$ cat src/spmc_defines.vh
// Constants for the steering program mode control block
`ifndef SPMC_DEFINES_VH
`define SPMC_DEFINES_VH

// ----------------------------------------------------------------
// Widths
// ----------------------------------------------------------------
`define SPMC_PROG_W        4
`define SPMC_ADC_W         10
`define SPMC_SPEED_W       10
`define SPMC_POS_W         10
`define SPMC_PWM_W         8

// ----------------------------------------------------------------
// Reset values
// ----------------------------------------------------------------
`define SPMC_PROG_RST      4'h0
`define SPMC_SPEED_THR_RST 10'h032

// ----------------------------------------------------------------
// Timing (clock 10 MHz)
// ----------------------------------------------------------------
`define SPMC_CLK_HZ        10000000
`define SPMC_APPLY_MS      50
`define SPMC_APPLY_CYC     ((`SPMC_CLK_HZ / 1000) * `SPMC_APPLY_MS)
`define SPMC_TICK_CYC      16'h2710
`define SPMC_NEUTRAL_TOL   10'h010

// ----------------------------------------------------------------
// Indicator encoding
// ----------------------------------------------------------------
`define SPMC_LED_OFF       2'h0
`define SPMC_LED_GREEN     2'h1
`define SPMC_LED_YELLOW    2'h2
`define SPMC_LED_RED       2'h3

`endif

$ cat src/spmc_spool_loop.v
// Spool position loop: error from set-point and feedback drives PWM
`timescale 1ns/1ps
`include "spmc_defines.vh"

module spmc_spool_loop (
    input  wire                      clk_sys,     // System clock
    input  wire                      rst,         // Synchronous reset, active high
    input  wire                      enable,      // Position control enabled
    input  wire                      tick,        // Regular control tick
    input  wire [`SPMC_POS_W-1:0]    setPoint,    // Spool set-point
    input  wire [`SPMC_POS_W-1:0]    feedback,    // Spool position sensor value
    output reg                       pwmExtend_r, // Solenoid drive, extend side
    output reg                       pwmRetract_r // Solenoid drive, retract side
);

// ----------------------------------------------------------------
// Duty update and PWM carrier
// ----------------------------------------------------------------
reg [`SPMC_PWM_W-1:0] duty_r;   // Current duty magnitude
reg                   dir_r;    // 1 = extend
reg [`SPMC_PWM_W-1:0] carrier_r; // Free running carrier

wire [`SPMC_POS_W:0] diff = {1'b0, setPoint} - {1'b0, feedback};
wire                 neg  = diff[`SPMC_POS_W];
wire [`SPMC_POS_W-1:0] mag = neg ? (~diff[`SPMC_POS_W-1:0] + 10'h001)
                                 : diff[`SPMC_POS_W-1:0];

// Duty taken only on the control tick, so the loop runs at a fixed rate
always @(posedge clk_sys) begin
    if (rst || !enable) begin
        duty_r <= 8'h00;
        dir_r  <= 1'b0;
    end else if (tick) begin
        // Saturate: large errors run at full drive
        duty_r <= (mag[`SPMC_POS_W-1:8] != 2'h0) ? 8'hff : mag[7:0];
        dir_r  <= ~neg;
    end
end

// Carrier and comparator produce the solenoid PWM
always @(posedge clk_sys) begin
    if (rst) begin
        carrier_r    <= 8'h00;
        pwmExtend_r  <= 1'b0;
        pwmRetract_r <= 1'b0;
    end else begin
        carrier_r    <= carrier_r + 8'h01;
        pwmExtend_r  <= enable && dir_r && (carrier_r < duty_r);
        pwmRetract_r <= enable && !dir_r && (carrier_r < duty_r);
    end
end

endmodule

$ cat src/spmc_program_control.v
// Steering program mode control: program change, health indicator, valve drive
`timescale 1ns/1ps
`include "spmc_defines.vh"
// Function
// Apply program only if all conditions hold
// Controller sends program select command
// Accepted command executes and is acknowledged
// Status report always carries active program
// Convert two 0-5 V inputs to 10 bits
// Run control and checks at fixed intervals
// Solenoid drive from set-point/feedback difference
// Spool positioned by PWM solenoid drive
// Exactly one of four health states shown
// Green only while controlling the spool
// Yellow for power save, idle, or fault
// Bus diagnostics stay alive in yellow
// Critical fault: red, valves and diagnostics off
// Error buffer readable while yellow
// Accepted change applied within 50 ms
// Check speed, neutral spool, actuator limits
// Rejection keeps program, sends no acknowledge
// Red until power-up; no changes in yellow/red

module spmc_program_control (
    input  wire                      clk_sys,        // System clock, 10 MHz
    input  wire                      rst,            // Synchronous reset (power-up)
    input  wire                      progSelValid,   // Program select command pulse
    input  wire [`SPMC_PROG_W-1:0]   progSelId,      // Requested program
    input  wire [`SPMC_SPEED_W-1:0]  vehicleSpeed,   // Vehicle speed
    input  wire                      speedPresent,   // Speed signal present
    input  wire [`SPMC_SPEED_W-1:0]  speedThreshold, // Max speed for transition
    input  wire [`SPMC_POS_W-1:0]    actuatorPos,    // Steering actuator position
    input  wire [`SPMC_POS_W-1:0]    actLimitRight,  // Lower actuator limit
    input  wire [`SPMC_POS_W-1:0]    actLimitLeft,   // Upper actuator limit
    input  wire [`SPMC_POS_W-1:0]    spoolSetPoint,  // Spool set-point
    input  wire [`SPMC_ADC_W-1:0]    spoolNeutral,   // Neutral spool position
    input  wire                      adcDone,        // Converter result valid pulse
    input  wire                      adcChan,        // Channel of the result
    input  wire [`SPMC_ADC_W-1:0]    adcCode,        // 10-bit converter code
    input  wire [`SPMC_POS_W-1:0]    spoolSensor,    // Spool position sensor code
    input  wire                      powerSave,      // Power-saving request (pin)
    input  wire                      operateReq,     // First operation request (pin)
    input  wire                      majorFault,     // Major fault / bad reception (pin)
    input  wire                      criticalFault,  // Critical fault (pin)
    input  wire                      errBufRdReq,    // Error buffer read request
    output reg                       progSelAck_r,   // Program select acknowledge pulse
    output reg  [`SPMC_PROG_W-1:0]   activeProg_r,   // Active program for status report
    output reg                       statusStrobe_r, // Periodic status report pulse
    output reg                       diagEnable_r,   // Bus diagnostics enabled
    output reg                       errBufRdGrant_r,// Error buffer read granted
    output reg  [1:0]                ledState_r,     // Indicator colour
    output reg  [`SPMC_ADC_W-1:0]    analog0_r,      // Input 0 value
    output reg  [`SPMC_ADC_W-1:0]    analog1_r,      // Input 1 value
    output reg                       pwmExtend_r,    // Solenoid PWM, extend
    output reg                       pwmRetract_r    // Solenoid PWM, retract
);

// ----------------------------------------------------------------
// Pin synchronisers (three stages, change taken when 2 and 3 agree)
// ----------------------------------------------------------------
reg [2:0] psSync_r;   // Power save
reg [2:0] opSync_r;   // Operate request
reg [2:0] mfSync_r;   // Major fault
reg [2:0] cfSync_r;   // Critical fault
reg       psLvl_r;    // Filtered levels
reg       opLvl_r;
reg       mfLvl_r;
reg       cfLvl_r;

always @(posedge clk_sys) begin
    if (rst) begin
        psSync_r <= 3'h0;
        opSync_r <= 3'h0;
        mfSync_r <= 3'h0;
        cfSync_r <= 3'h0;
        psLvl_r  <= 1'b0;
        opLvl_r  <= 1'b0;
        mfLvl_r  <= 1'b0;
        cfLvl_r  <= 1'b0;
    end else begin
        psSync_r <= {psSync_r[1:0], powerSave};
        opSync_r <= {opSync_r[1:0], operateReq};
        mfSync_r <= {mfSync_r[1:0], majorFault};
        cfSync_r <= {cfSync_r[1:0], criticalFault};
        // Stage one is never looked at, only stages two and three
        if (psSync_r[1] == psSync_r[2]) psLvl_r <= psSync_r[2];
        if (opSync_r[1] == opSync_r[2]) opLvl_r <= opSync_r[2];
        if (mfSync_r[1] == mfSync_r[2]) mfLvl_r <= mfSync_r[2];
        if (cfSync_r[1] == cfSync_r[2]) cfLvl_r <= cfSync_r[2];
    end
end

// ----------------------------------------------------------------
// Fixed-interval control tick
// ----------------------------------------------------------------
reg [15:0] tickCnt_r; // Tick divider
reg        tick_r;    // One-cycle tick

// A free divider gives a strictly periodic schedule
always @(posedge clk_sys) begin
    if (rst) begin
        tickCnt_r <= 16'h0000;
        tick_r    <= 1'b0;
    end else if (tickCnt_r == `SPMC_TICK_CYC - 16'h0001) begin
        tickCnt_r <= 16'h0000;
        tick_r    <= 1'b1;
    end else begin
        tickCnt_r <= tickCnt_r + 16'h0001;
        tick_r    <= 1'b0;
    end
end

// ----------------------------------------------------------------
// Health state machine (one-hot)
// ----------------------------------------------------------------
localparam [3:0] ST_OFF    = 4'h1; // Held in reset only
localparam [3:0] ST_YELLOW = 4'h2;
localparam [3:0] ST_GREEN  = 4'h4;
localparam [3:0] ST_RED    = 4'h8;

reg [3:0] health_r;   // Current health state
reg [3:0] health_nxt; // Next health state
reg       latchedMf_r; // Major fault seen; stays until power-up

always @* begin
    health_nxt = health_r;
    case (health_r)
        ST_OFF: begin
            health_nxt = ST_YELLOW;                 // Valves off until operated
        end
        ST_YELLOW: begin
            if (cfLvl_r)
                health_nxt = ST_RED;
            else if (opLvl_r && !psLvl_r && !latchedMf_r && !mfLvl_r)
                health_nxt = ST_GREEN;
        end
        ST_GREEN: begin
            if (cfLvl_r)
                health_nxt = ST_RED;
            else if (psLvl_r || mfLvl_r)
                health_nxt = ST_YELLOW;             // Power save or major fault
        end
        ST_RED: begin
            health_nxt = ST_RED;                    // Left only by reset
        end
        default: begin
            health_nxt = ST_RED;                    // Corrupt state treated as critical
        end
    endcase
end

always @(posedge clk_sys) begin
    if (rst) begin
        health_r    <= ST_OFF;
        latchedMf_r <= 1'b0;
    end else begin
        health_r <= health_nxt;
        if (mfLvl_r)
            latchedMf_r <= 1'b1;                    // Permanent disable
    end
end

wire inGreen  = (health_r == ST_GREEN);
wire inYellow = (health_r == ST_YELLOW);

// Indicator, diagnostics and error buffer gating
always @(posedge clk_sys) begin
    if (rst) begin
        ledState_r      <= `SPMC_LED_OFF;
        diagEnable_r    <= 1'b0;
        errBufRdGrant_r <= 1'b0;
    end else begin
        // One colour per state
        case (health_nxt)
            ST_GREEN:  ledState_r <= `SPMC_LED_GREEN;
            ST_YELLOW: ledState_r <= `SPMC_LED_YELLOW;
            ST_RED:    ledState_r <= `SPMC_LED_RED;
            default:   ledState_r <= `SPMC_LED_OFF;
        endcase
        diagEnable_r    <= (health_nxt != ST_RED) && (health_nxt != ST_OFF);
        errBufRdGrant_r <= errBufRdReq && inYellow;
    end
end

// ----------------------------------------------------------------
// Analogue capture
// ----------------------------------------------------------------
// Converter delivers 0..1023 for 0..5 V; the code is stored per channel
always @(posedge clk_sys) begin
    if (rst) begin
        analog0_r <= 10'h000;
        analog1_r <= 10'h000;
    end else if (adcDone) begin
        if (adcChan)
            analog1_r <= adcCode;
        else
            analog0_r <= adcCode;
    end
end

// ----------------------------------------------------------------
// Program transition
// ----------------------------------------------------------------
function [`SPMC_POS_W-1:0] absDiff;
    input [`SPMC_POS_W-1:0] a;
    input [`SPMC_POS_W-1:0] b;
    begin
        absDiff = (a > b) ? (a - b) : (b - a);
    end
endfunction

// Speed check is waived when no speed signal is present
wire speedOk   = !speedPresent || (vehicleSpeed <= speedThreshold);
wire neutralOk = absDiff(spoolSensor, spoolNeutral) <= `SPMC_NEUTRAL_TOL;
wire posOk     = (actuatorPos >= actLimitRight) && (actuatorPos <= actLimitLeft);
wire stateOk   = speedOk && neutralOk && posOk;

// Decision is made in the cycle after the command, far inside 50 ms;
// a request that fails the check is dropped at once; nothing is held pending
always @(posedge clk_sys) begin
    if (rst) begin
        activeProg_r <= `SPMC_PROG_RST;
        progSelAck_r <= 1'b0;
    end else begin
        progSelAck_r <= 1'b0;
        // Command arrives from the controller
        if (progSelValid && inGreen && stateOk) begin
            activeProg_r <= progSelId;
            progSelAck_r <= 1'b1;
        end
        // Otherwise program and acknowledge untouched
    end
end

// Status report pulse on every tick while diagnostics are alive
always @(posedge clk_sys) begin
    if (rst)
        statusStrobe_r <= 1'b0;
    else
        statusStrobe_r <= tick_r && diagEnable_r;   // Carries activeProg_r
end

// ----------------------------------------------------------------
// Spool position loop
// ----------------------------------------------------------------
wire pwmExt; // Loop outputs
wire pwmRet;

spmc_spool_loop uLoop (
    .clk_sys      (clk_sys),
    .rst          (rst),
    .enable       (inGreen),
    .tick         (tick_r),
    .setPoint     (spoolSetPoint),
    .feedback     (spoolSensor),
    .pwmExtend_r  (pwmExt),
    .pwmRetract_r (pwmRet)
);

// Drive masked outside green so red or yellow silences the valves
always @(posedge clk_sys) begin
    if (rst) begin
        pwmExtend_r  <= 1'b0;
        pwmRetract_r <= 1'b0;
    end else begin
        pwmExtend_r  <= pwmExt && inGreen;
        pwmRetract_r <= pwmRet && inGreen;
    end
end

endmodule

$ cat config.mk
export PLATFORM = sky130hd
export DESIGN_NAME = spmc_program_control
export DESIGN_NICKNAME = d
export VERILOG_FILES = /design/src/spmc_spool_loop.v /design/src/spmc_program_control.v
export VERILOG_INCLUDE_DIRS = /design/src
export SDC_FILE = /design/constraint.sdc
export NUM_CORES = 1
export LEC_CHECK = 0
export BUFFER_PORTS_ARGS = -buffer_cell sky130_fd_sc_hd__buf_2
export CELL_PAD_IN_SITES_DETAIL_PLACEMENT = 2
export CELL_PAD_IN_SITES_GLOBAL_PLACEMENT = 2
export CORE_MARGIN = 3
export CORE_UTILIZATION = 25
export CTS_CLUSTER_DIAMETER = 80
export DETAILED_ROUTE_END_ITERATION = 12
export HOLD_SLACK_MARGIN = 0.03
export PLACE_DENSITY_LB_ADDON = 0.12
export SYNTH_ARGS = -nofsm -noshare
export SYNTH_HDL_FRONTEND = slang
export SYNTH_SLANG_ARGS = --single-unit
export TNS_END_PERCENT = 20
$ cat constraint.sdc
create_clock -name clk_sys -period 3.5 [get_ports clk_sys]
set_input_delay 0.175 -clock clk_sys [delete_from_list [all_inputs] [get_ports clk_sys]]
set_output_delay 0.175 -clock clk_sys [all_outputs]
set_load 0.01 [all_outputs]
==> metrics.txt <==
status complete, no violations; Post-CTS Setup Inserts 0; Slew headroom 55.51%; Max Clock Freq 364.3 MHz; FF+latch count, synth 89; CTS Hold Bufs 0; cells along the critical path buf_2 -> inv_1 -> ha_1 -> inv_1 -> fa_1 -> o311ai_0 -> o31ai_1 -> a211oi_2 -> o211ai_1 -> o21a_1 -> o32a_2 -> o221a_1; Tightest Pin Transition 0.6659 ns; worst stage delay on the critical path 0.50 ns; TNS Setup 0 ns; Async SR Flop Fraction 0%; Synth top area share 31.63%; final period utilization 78.42%; R2R Path End uLoop.pwmRetract_r; Power Density 386.5 nW/um^2; Slowest-stage cell, CP fa_1; grt ovf 0; share of cells above drive strength 1 20.51%; final net count 989; fin crit period 2.745 ns; Leak 3.152 nW; worst-skew pair later-pin latency 0.34 ns; DRT iter0 DRCs 139; CP Capture Type register; top cell type by total area after synthesis dfxtp_1; Syn. warnings 0; WS Path Type input port to register; die width 156.1 um; max-capacitance violation count 0; CP required 3.72 ns; Fillers 2573; Total GRT Usage 13.51%; drt via density 4.719; worst vdd ir 0.2599 mV; Top delay family on crit path compound AO/OA/AOI/OAI gates; die height 156.1 um; # H-tree levels 3; Post-route DRC 0; Setup Skew 0.008715 ns; first-pass GRT wire length 27420 um; Pre-Repair DR Iteration Count 4; R2R Setup Slk 1.67 ns; post-detail-place hpwl 13740 um; Hold Path Origin majorFault; post-CTS resize count 0; mapped cell area 5633 um^2; unrepaired setup endpoints after global routing no; RD Place Congestion 0.8069; Fin. Hold Viols 0; # setup viols final 0; DIE AREA 24370 um^2; multi-input logic area 3490 um^2; final core utilization 31.49%; CP Max Fanout 7; Syn-to-layout area delta 22.77%; EDFF count, synth 0; register area 1782 um^2; reg2reg path depth 9; most used cell, CP inv_1; ranking of synthesized cells by area dfxtp_1, ha_1, inv_1; Netlist cell types 67; largest net degree at the start of global routing 64; vias in the first global route 5619; # IOs 137; Worst-path clk slew 0.06 ns; minimum hold slack 0.05860 ns; Net Count, Synth 861; Sink Count 89; Gate Count Post-Synth 686; hold depth 2; CTS Root Cell clkbuf_16; register area share after synthesis 31.63%; WL/cell 15.25 um; total number of vias 5186; Synth Flop Type dfxtp_1; Worst Hold End mfSync_r[0]; n_diodes 0; worst r2r src uLoop.duty_r[1]; Final Max Tran Viols 0; starting density of the core 25.65%; WP data arrival 2.97 ns; Post-Syn Area per Cell 8.211 um^2; worst hold path type input port to register; Max Root-Sink Buffers 2; Port Buffers 136; # rows 54; Worst Setup Start Kind input port; CTS tree done; CP Buf/Inv Count 3; area of the core 21960 um^2; Final ANT Viol Nets 0; Num CTS Buffers 9; antenna violations before repair 0; Total Wirelength 16760 um
==> logic make-up (layout without fill, tap and decap cells) <==
kind of cell	count (synthesis)	after routing	synth area share (%)
AO/OA/AOI/OAI	142	142	17.33
flip-flops	89	89	31.63
AND/OR/NAND/NOR	250	250	22.23
adder cells (fa/ha/maj)	70	70	15.68
XOR/XNOR	35	35	5.442
multiplexers	7	7	1.266
buffers and inverters	93	226	6.419
==> state kept, by name, indices dropped and copies added, names as in the netlist, 2 cells and up <==
signal and flops:
tickCnt_r 16, analog0_r 10, analog1_r 10, uLoop.carrier_r 8, uLoop.duty_r 8, activeProg_r 4
health_r 4, cfSync_r 3, mfSync_r 3, opSync_r 3, psSync_r 3, ledState_r 2
==> worst register-to-register path, cell delays in order, from the launching register on <==
cell     delay (ns)
dfxtp_1        0.35
inv_1          0.05
ha_1           0.27
a21o_1         0.16
a21o_1         0.17
a21o_1         0.18
a21o_1         0.18
a21oi_1        0.15
o21ai_0        0.13
nor2_1         0.12
==> layer usage <==
| metal | wire length, um | track usage, % |
|---|---|---|
| met1 | 7873 | 17.17 |
| met2 | 8244 | 24.37 |
| met3 | 563 | 2.524 |
| met4 | 76 | 1.876 |
| met5 | 0 | 0 |
==> final cells by class <==
type	instances	area share (%)
timing repair buffer	138	10.06
clock inverter	6	1.285
tap	280	5.066
multi-input combinational	504	50.46
clock buffer	10	3.456
inverter	72	3.908
sequential	89	25.76
==> power by group <==
group          total, mW  internal [mW]  switching (mW)  leakage [nW]
Combinational      0.563          0.247           0.316          2.27
Clock               1.05          0.646           0.406         0.155
Sequential          1.06           1.04          0.0173         0.724
==> synthesized netlist by cell type, types with 2 or more instances <==
cell type,count
a31oi_1,6
or4_4,2
o221a_1,6
a21o_1,10
clkbuf_1,15
nor2_1,58
a21oi_1,50
nor4_1,3
inv_1,71
o211ai_1,4
ha_1,69
and2_1,4
o21ai_0,22
nor2b_1,20
or3_1,7
nor3_1,14
nand4bb_1,2
nand3b_1,4
a211oi_1,6
mux2i_1,6
and3_1,10
nand3_1,22
nand2b_1,18
o2111ai_1,2
a311oi_1,2
o21a_1,6
dfxtp_1,89
o22ai_1,2
or2_2,3
buf_2,4
nand2_1,65
o31ai_1,2
xor2_1,15
o2111a_1,2
o21bai_1,5
xnor2_1,20
nand4_1,10
==> how the worst max path moves through the flow <==
stage	slack, ns	start	cells after the start	to
floorplan	0.61	spoolSetPoint[0]	12	uLoop.duty_r[4]
global placement	0.48	spoolSetPoint[0]	13	uLoop.duty_r[4]
detailed placement	0.40	spoolSetPoint[0]	13	uLoop.duty_r[3]
CTS	0.76	spoolSetPoint[0]	13	uLoop.duty_r[3]
global route	0.56	spoolSetPoint[0]	12	uLoop.duty_r[2]
finish	0.76	spoolSetPoint[0]	12	uLoop.duty_r[2]
==> stage by stage <==
step / instances / worst slack (ns) / total power [mW] / instance area (um^2)
2_1_floorplan: 686 / 0.6138 / 1.456 / 5633
3_3_place_gp: 1083 / 0.4792 / 1.625 / 6588
3_5_place_dp: 1083 / 0.3957 / 1.654 / 6588
4_1_cts: 1099 / 0.7572 / 2.726 / 6915
5_1_grt: 1099 / 0.5634 / 2.846 / 6915
6_report: 1099 / 0.7554 / 2.673 / 6915
==> cells in the final DEF (no fill, tap or decap), types with 3 or more instances in the layout <==
| cell type | instances |
|---|---|
| nor4_1 | 3 |
| nand3_1 | 22 |
| nand3b_1 | 4 |
| clkbuf_16 | 9 |
| nor2b_1 | 20 |
| o221a_1 | 6 |
| and2_1 | 4 |
| and3_1 | 10 |
| o21ai_0 | 22 |
| nand2b_1 | 18 |
| ha_1 | 69 |
| nor3_1 | 14 |
| mux2i_1 | 6 |
| a21o_1 | 10 |
| dfxtp_1 | 89 |
| xnor2_1 | 20 |
| nand4_1 | 10 |
| o21a_1 | 6 |
| xor2_1 | 15 |
| inv_1 | 71 |
| o21bai_1 | 5 |
| o211ai_1 | 4 |
| a21oi_1 | 50 |
| or2_2 | 3 |
| a211oi_1 | 6 |
| buf_2 | 136 |
| a31oi_1 | 6 |
| nand2_1 | 65 |
| nor2_1 | 58 |
| or3_1 | 7 |
Power figures use the tool's default switching activity.
